$ cat src/hw/pws_pkg.sv
// shared constants for the power-down / wake sequencer, both ends
package pws_pkg;
    // clock period of mclk (40 MHz)
    localparam int CLK_PERIOD_NS = 25;
    // documented times in their own units
    localparam int T_PWR_ON_NS = 1300000; // power on to reset / power-down release, least
    localparam int T_RST_PULSE_NS = 1000; // least reset pulse width
    localparam int T_PD_PULSE_NS = 10000; // least power-down pulse width
    localparam int T_SLEEP_NS = 50; // power-down assert to low power, typical
    localparam int T_WAKE_NS = 2000000; // release to clocks running / wake interrupt, typical
    localparam int T_STABLE_NS = 2100000; // release to oscillator stable, typical
    localparam int T_BUS_RDY_NS = 1000; // oscillator stable to first bus access, least
    // cycle counts: least times round up, typical device times round down
    localparam logic [16:0] PWR_ON_CYC = 17'((T_PWR_ON_NS + CLK_PERIOD_NS - 1) / CLK_PERIOD_NS);
    localparam logic [16:0] RST_PULSE_CYC = 17'((T_RST_PULSE_NS + CLK_PERIOD_NS - 1) / CLK_PERIOD_NS);
    localparam logic [16:0] PD_PULSE_CYC = 17'((T_PD_PULSE_NS + CLK_PERIOD_NS - 1) / CLK_PERIOD_NS);
    localparam logic [16:0] SLEEP_CYC = 17'(T_SLEEP_NS / CLK_PERIOD_NS);
    localparam logic [16:0] WAKE_CYC = 17'(T_WAKE_NS / CLK_PERIOD_NS);
    localparam logic [16:0] STABLE_CYC = 17'(T_STABLE_NS / CLK_PERIOD_NS);
    localparam logic [16:0] BUS_RDY_CYC = 17'((T_BUS_RDY_NS + CLK_PERIOD_NS - 1) / CLK_PERIOD_NS);
    // register offsets
    localparam logic [7:0] ADDR_CONFIG_IRQ = 8'h05;
    localparam logic [7:0] ADDR_WAKE_EN = 8'h1C;
    // config_interrupt_pin and wake_interrupt_enable fields
    localparam int CFG_POL_BIT = 0; // 1: interrupt active high, 0: active low
    localparam int CFG_DRV_BIT = 1; // 1: open drain, 0: push-pull
    localparam int WAKE_EN_BIT = 0; // 1: wake event raises the interrupt
    // reset values
    localparam logic [7:0] CONFIG_IRQ_RST = 8'h00;
    localparam logic [7:0] WAKE_EN_RST = 8'h00;
endpackage : pws_pkg

$ cat src/hw/pws_link_if.sv
`timescale 1ns/100ps
// pins between host controller and radio device
interface pws_link_if;
    logic powerDownPin; // high: device powered down
    logic resetPinN; // low: device held in reset
    logic regWr; // one-cycle register write strobe
    logic regRd; // one-cycle register read strobe
    logic [7:0] regAddr; // register offset
    logic [7:0] regWdata; // write data
    logic [7:0] regRdata; // read data, valid with regAck
    logic regAck; // one-cycle access answer
    logic irqOut; // interrupt level driven by the device
    logic irqOe; // device drives the interrupt pin
    logic irqPin; // resolved pin, pulled up when not driven
    logic clockOutPin; // clock output of the device

    // open-drain or undriven pin floats high through the pull-up
    assign irqPin = irqOe ? irqOut : 1'b1;

    modport host (
        output powerDownPin, resetPinN, regWr, regRd, regAddr, regWdata,
        input regRdata, regAck, irqPin, clockOutPin
    );
    modport device (
        input powerDownPin, resetPinN, regWr, regRd, regAddr, regWdata,
        output regRdata, regAck, irqOut, irqOe, clockOutPin
    );
endinterface : pws_link_if

$ cat src/hw/pws_device.sv
`timescale 1ns/100ps
module pws_device
    import pws_pkg::*;
#(
    parameter logic [16:0] WakeCyc = WAKE_CYC, // release to clocks running
    parameter logic [16:0] StableCyc = STABLE_CYC // release to oscillator stable
) (
    input wire logic mclk,
    input wire logic nrst,
    pws_link_if.device link,
    input wire logic clockOutEnable,
    output logic lowPower,
    output logic clocksRunning,
    output logic oscStable
);
    // sequencer states
    typedef enum logic [1:0] {
        DS_SLEEP = 2'b00, // power-down asserted
        DS_WAKE = 2'b01, // oscillator restarting, clocks not yet running
        DS_SETTLE = 2'b10, // clocks running, oscillator settling
        DS_RUN = 2'b11 // oscillator stable, registers reachable
    } pws_dev_state_e;

    // whole state of the device end
    typedef struct packed {
        pws_dev_state_e state; // sequencer state
        logic [16:0] cnt; // cycles since power-down edge
        logic [7:0] cfgIrq; // config_interrupt_pin
        logic [7:0] wakeEn; // wake_interrupt_enable
        logic pending; // wake interrupt pending
        logic lowPwr; // in low power mode
        logic [7:0] rdata; // read data
        logic ack; // access answer
        logic clkOut; // divided clock output
    } pws_dev_s;

    pws_dev_s st_q;
    pws_dev_s st_d;
    logic irqLevel; // active interrupt turned to pin polarity

    // next state
    always_comb begin
        st_d = st_q;
        st_d.ack = 1'b0;
        // sequencer
        if (link.powerDownPin) begin
            // power-down wins over everything else
            if (st_q.state != DS_SLEEP) begin
                st_d.state = DS_SLEEP;
                st_d.cnt = '0;
            end else if (st_q.cnt < SLEEP_CYC) begin
                st_d.cnt = st_q.cnt + 17'h00001;
            end
            // low power after the sleep delay
            if (st_q.state == DS_SLEEP && st_q.cnt + 17'h00001 >= SLEEP_CYC) begin
                st_d.lowPwr = 1'b1;
            end
        end else begin
            unique case (st_q.state)
                DS_SLEEP: begin
                    // release of power-down is the wake event
                    st_d.state = DS_WAKE;
                    st_d.cnt = 17'h00001;
                    st_d.lowPwr = 1'b0;
                end
                DS_WAKE: begin
                    st_d.cnt = st_q.cnt + 17'h00001;
                    // clocks running after the wake delay
                    if (st_q.cnt + 17'h00001 >= WakeCyc) begin
                        st_d.state = DS_SETTLE;
                        if (st_q.wakeEn[WAKE_EN_BIT]) begin
                            st_d.pending = 1'b1;
                        end
                    end
                end
                DS_SETTLE: begin
                    st_d.cnt = st_q.cnt + 17'h00001;
                    // stable 2100 us after release, 100 us after the wake interrupt
                    if (st_q.cnt + 17'h00001 >= StableCyc) begin
                        st_d.state = DS_RUN;
                    end
                end
                DS_RUN: begin
                    // hold; nothing to count
                end
            endcase
        end
        // divided clock output only while clocks run and output enabled
        if ((st_q.state == DS_SETTLE || st_q.state == DS_RUN) && clockOutEnable) begin
            st_d.clkOut = ~st_q.clkOut;
        end else begin
            st_d.clkOut = 1'b0;
        end
        // register access only when stable and out of reset
        if (st_q.state == DS_RUN && link.resetPinN && !link.powerDownPin) begin
            if (link.regWr) begin
                st_d.ack = 1'b1;
                if (link.regAddr == ADDR_CONFIG_IRQ) begin
                    st_d.cfgIrq = link.regWdata;
                end else if (link.regAddr == ADDR_WAKE_EN) begin
                    st_d.wakeEn = link.regWdata;
                end
            end else if (link.regRd) begin
                st_d.ack = 1'b1;
                if (link.regAddr == ADDR_CONFIG_IRQ) begin
                    st_d.rdata = st_q.cfgIrq;
                end else if (link.regAddr == ADDR_WAKE_EN) begin
                    // reading the wake register shows and clears the pending bit
                    st_d.rdata = {st_q.wakeEn[7:1], st_q.wakeEn[0]};
                    st_d.rdata[7] = st_q.pending;
                    st_d.pending = 1'b0;
                end else begin
                    // unmapped offset reads zero
                    st_d.rdata = 8'h00;
                end
            end
        end
        // a new wake event in the clearing cycle still sets the flag
        if (!link.powerDownPin && st_q.state == DS_WAKE && st_q.cnt + 17'h00001 >= WakeCyc
            && st_q.wakeEn[WAKE_EN_BIT]) begin
            st_d.pending = 1'b1;
        end
        // pin reset restores register defaults and drops the interrupt
        if (!link.resetPinN) begin
            st_d.cfgIrq = CONFIG_IRQ_RST;
            st_d.wakeEn = WAKE_EN_RST;
            st_d.pending = 1'b0;
            st_d.ack = 1'b0;
        end
    end

    // state register
    always_ff @(posedge mclk or negedge nrst) begin
        if (!nrst) begin
            st_q.state <= DS_SLEEP;
            st_q.cnt <= '0;
            st_q.cfgIrq <= CONFIG_IRQ_RST;
            st_q.wakeEn <= WAKE_EN_RST;
            st_q.pending <= 1'b0;
            st_q.lowPwr <= 1'b1;
            st_q.rdata <= 8'h00;
            st_q.ack <= 1'b0;
            st_q.clkOut <= 1'b0;
        end else begin
            st_q <= st_d;
        end
    end

    // interrupt pin: polarity and drive method from config
    always_comb begin
        irqLevel = st_q.cfgIrq[CFG_POL_BIT] ? st_q.pending : ~st_q.pending;
        if (st_q.cfgIrq[CFG_DRV_BIT]) begin
            // open drain pulls low only
            link.irqOut = 1'b0;
            link.irqOe = ~irqLevel;
        end else begin
            // push-pull drives both levels
            link.irqOut = irqLevel;
            link.irqOe = 1'b1;
        end
    end

    // link and status outputs
    assign link.regRdata = st_q.rdata;
    assign link.regAck = st_q.ack;
    assign link.clockOutPin = st_q.clkOut;
    assign lowPower = st_q.lowPwr;
    assign clocksRunning = (st_q.state == DS_SETTLE) || (st_q.state == DS_RUN);
    assign oscStable = (st_q.state == DS_RUN);
endmodule : pws_device

$ cat src/flat_wrapper.sv
// flat-port wrapper written by rule: the top's interface ports become plain ports
module pws_device_flat import pws_pkg::*;
#(
    parameter logic [16:0] WakeCyc = WAKE_CYC,                             
    parameter logic [16:0] StableCyc = STABLE_CYC                                
)
  (mclk, nrst, clockOutEnable, lowPower, clocksRunning, oscStable, link_powerDownPin, link_resetPinN, link_regWr, link_regRd, link_regAddr, link_regWdata, link_regRdata, link_regAck, link_irqOut, link_irqOe, link_clockOutPin);
  pws_link_if link_i ();
  input wire logic mclk;
  input wire logic nrst;
  input wire logic clockOutEnable;
  output logic lowPower;
  output logic clocksRunning;
  output logic oscStable;
  input wire logic [$bits(link_i.powerDownPin)-1:0] link_powerDownPin;
  input wire logic [$bits(link_i.resetPinN)-1:0] link_resetPinN;
  input wire logic [$bits(link_i.regWr)-1:0] link_regWr;
  input wire logic [$bits(link_i.regRd)-1:0] link_regRd;
  input wire logic [$bits(link_i.regAddr)-1:0] link_regAddr;
  input wire logic [$bits(link_i.regWdata)-1:0] link_regWdata;
  output wire logic [$bits(link_i.regRdata)-1:0] link_regRdata;
  output wire logic [$bits(link_i.regAck)-1:0] link_regAck;
  output wire logic [$bits(link_i.irqOut)-1:0] link_irqOut;
  output wire logic [$bits(link_i.irqOe)-1:0] link_irqOe;
  output wire logic [$bits(link_i.clockOutPin)-1:0] link_clockOutPin;
  assign link_i.powerDownPin = link_powerDownPin;
  assign link_i.resetPinN = link_resetPinN;
  assign link_i.regWr = link_regWr;
  assign link_i.regRd = link_regRd;
  assign link_i.regAddr = link_regAddr;
  assign link_i.regWdata = link_regWdata;
  assign link_regRdata = link_i.regRdata;
  assign link_regAck = link_i.regAck;
  assign link_irqOut = link_i.irqOut;
  assign link_irqOe = link_i.irqOe;
  assign link_clockOutPin = link_i.clockOutPin;
  pws_device #(.WakeCyc(WakeCyc), .StableCyc(StableCyc)) u_core (.mclk(mclk), .nrst(nrst), .link(link_i), .clockOutEnable(clockOutEnable), .lowPower(lowPower), .clocksRunning(clocksRunning), .oscStable(oscStable));
endmodule
$ cat config.mk
export PLATFORM = sky130hd
export DESIGN_NAME = pws_device_flat
export DESIGN_NICKNAME = d
export VERILOG_FILES = /design/src/hw/pws_pkg.sv /design/src/hw/pws_link_if.sv /design/src/hw/pws_device.sv /design/src/flat_wrapper.sv
export SDC_FILE = /design/constraint.sdc
export NUM_CORES = 1
export LEC_CHECK = 0
export BUFFER_PORTS_ARGS = -buffer_cell sky130_fd_sc_hd__buf_2
export CORE_UTILIZATION = 58
export DETAILED_ROUTE_END_ITERATION = 12
export GPL_ROUTABILITY_DRIVEN = 1
export PLACE_DENSITY = 0.8
export SLEW_MARGIN = 20
export SYNTH_ARGS = -nofsm -noshare
export SYNTH_HDL_FRONTEND = slang
export SYNTH_SLANG_ARGS = --single-unit
$ cat constraint.sdc
create_clock -name mclk -period 2.5 [get_ports mclk]
set_input_delay 0.125 -clock mclk [delete_from_list [all_inputs] [get_ports mclk]]
set_output_delay 0.125 -clock mclk [all_outputs]
set_load 0.02 [all_outputs]
==> run summary <==
first-pass GRT wire length - 10300 um
syn nets - 331
die width - 71.7 um
drt wl/cell - 15.9 um
worst r2r src - u_core.st_q[28]$_DFFE_PN0P_
DR WL met2 - 3060 um
All-Layer GR Usage - 25.2%
fmax - 0.425 GHz
highest metal used - met4
# IOs - 38
met3 routed WL - 256 um
Top FF cell, synth - dfrtp_1
PD cells - 742 nW/um^2
synthesis-stage register bit count - 46
# rows - 25
CTS tree - built
Hold WC Path Type - in2reg
clk sinks - 46
Cell Count, Final, Fillers Out - 390
drt first pass iters - 6
EDFF count, synth - 0
Setup crit end kind - flop
leading cell type in the layout, fill and taps excluded - dfrtp_1
DRC viols - 0
max-cap check violation count - 0
worst slew pin tran - 0.575 ns
detailed router's first-iteration violation count - 175
R2R Path End - u_core.st_q[46]$_DFFE_PN0P_
clk slew on worst S/H paths - 0.09 ns
nets - 364
starting density of the core - 60.1%
worst hold endpoint - u_core.link.regAck$_DFF_PN0_
r2r setup slk - 0.15 ns
Final Cycle Share - 94.1%
H-tree Lvls - 2
Seq/Total Area, Yosys - 40.9%
mux contribution to synthesized area - 6.34%
gpl congestion - 0.861
worst min-delay path startpoint - link_regRd
Die Area - 5150 sq um
Post-Synth Simple-Gate Area - 23.6%
worst-case clock buffer depth - 2
Placed Cells - 381
Syn Inst Count - 302
die height - 71.7 um
clock skew - 0.00942 ns
mean post-synth cell area - 9.34 sq um
HPWL after DPL - 4370 um
xor and xnor area share after synthesis - 2.17%
Fin. Hold Viols - 0
DRT antenna net count - 0
CP Class - reg2reg
antenna cells - 0
hold slack - 0.0367 ns
CTS Root Cell - clkbuf_8
total length of routed wires - 6190 um
crit path DAT - 2.55 ns
core area - 4690 sq um
Congestion Overflow GR - 0
drt via density - 6.14
max_slew headroom - 61.7%
most frequent cells in the layout - dfrtp_1, buf_2, nand2_1, o21ai_0, nor2_1
Post-Syn Area - 2820 sq um
maximum vdd drop - 0.000428 V
hold path depth - 2
Leak - 1.49 nW
Netlist cell types - 56
Worst Reg-to-Reg Cells - 8
main combinational cell family by area after synthesis - simple AND/OR/NAND/NOR gates
fraction of registers with async set/reset - 100%
Crit Path Max Fanout - 6
Port Buffers - 37
vias in the first global route - 2234
final setup fails - 0
synth warn - 0
outcome - completed
initial antenna violation count - 0
overall power - 0.00235 W
post-route minimum period - 2.35 ns
DR vias - 2395
Worst-Skew Late Latency - 0.30 ns
Slew Viols, Final - 0
Critical Path RT - 2.70 ns
WL met1 - 2760 um
largest net degree at the start of global routing - 47
Area Overhead vs Synth - 12.4%
complex-gate fraction of the synthesized area - 18.4%
Num CTS Buffers - 5
Synth Area in Adders - 2.66%
Post-CTS Setup Bufs - 0
startpoint types - flop
proportion of layout cells with a drive suffix above 1 - 26.8%
==> through the flow <==
step	TNS, ns	area [sq um]	util, %	worst slack (ns)
global placement	0	3060	65.1	0.176
detailed placement	0	3060	65.1	0.124
global route	-0.0631	3170	67.6	-0.0224
floorplan	0	2820	-	0.220
finish	0	3170	67.6	0.149
CTS	0	3150	67.1	0.103
==> sequential cells by signal (all words and copies together), names as in the netlist <==
name	cells
u_core.link.regRdata	8
u_core.link.regAck	1
u_core.lowPower	1
u_core.st_q	35
u_core.link.clockOutPin	1
==> where the power goes <==
group	switching [W]	leakage, nW	internal, W
combinational	0.000563	0.827	0.000378
clock	0.000269	0.0408	0.000200
sequential	0.0000917	0.622	0.000849
==> synth_stat cells (all sizes together) (3+ instances only) <==
cell	n	area [sq um]
a31oi	5	31.3
dfrtp	45	1130
o31ai	7	52.6
o41ai	3	26.3
buf	15	100
nand2b	3	18.8
a21oi	14	70.1
o21ai	26	130
nand3	12	72.6
nor2b	4	25.0
a22oi	9	72.6
and2	8	50.1
nand2	26	97.6
mux2	15	169
nor3	8	40.0
clkbuf	11	41.3
xnor2	6	52.6
ha	6	75.1
inv	7	26.3
nand4	6	65.1
nor2	22	85.1
nor4	8	77.6
and3b	3	26.3
==> worst max path at each step <==
stage                                startpoint                           to  slack, ns  cells after the start
floorplan           u_core.st_q[45]$_DFFE_PN0P_  u_core.st_q[46]$_DFFE_PN0P_       0.22                     10
global placement    u_core.st_q[29]$_DFFE_PN0P_  u_core.st_q[45]$_DFFE_PN0P_       0.18                      8
detailed placement  u_core.st_q[29]$_DFFE_PN0P_  u_core.st_q[46]$_DFFE_PN0P_       0.12                      8
CTS                 u_core.st_q[29]$_DFFE_PN0P_  u_core.st_q[46]$_DFFE_PN0P_       0.10                      8
global route        u_core.st_q[39]$_DFFE_PN0P_  u_core.st_q[41]$_DFFE_PN0P_      -0.02                      7
finish              u_core.st_q[28]$_DFFE_PN0P_  u_core.st_q[46]$_DFFE_PN0P_       0.15                      8
==> logic make-up after synthesis <==
| family | Yosys count |
|---|---|
| mux | 16 |
| simple gates | 114 |
| compound gates | 80 |
| buf+inv | 33 |
| flops | 46 |
| fa+ha+maj | 6 |
| xor+xnor | 7 |
==> timing repair <==
| item | in CTS | in global routing |
|---|---|---|
| endpoints found under the setup margin | 0 | 2 |
| resized for setup | 0 | 2 |
| hold endpoints to repair | 0 | 45 |
| hold buffers | 0 | 1 |
==> routing by layer <==
layer  global-route usage [%]  up-vias
li1                         -     1160
met1                     32.9     1155
met2                     41.4       70
met3                     4.22       10
met4                     10.9        0
met5                        0        -
==> worst max-delay path, stage by stage, from the launching register on <==
cell	delay (ns)
dfrtp_1	0.49
ha_1	0.26
nand3_4	0.13
nor4_4	0.33
xnor2_1	0.14
and4b_1	0.33
o211ai_2	0.12
and2_1	0.17
a211o_1	0.28
==> area by class of cell <==
cell class / instances / area [sq um]
Clock inverter: 3 / 23.8
Multi-Input combinational cell: 223 / 1520
Fill cell: 359 / 1520
Sequential cell: 46 / 1150
Timing Repair Buffer: 52 / 315
Inverter: 7 / 26.3
Clock buffer: 5 / 68.8
Tap cell: 54 / 67.6
(Power assumes the default switching activity.)
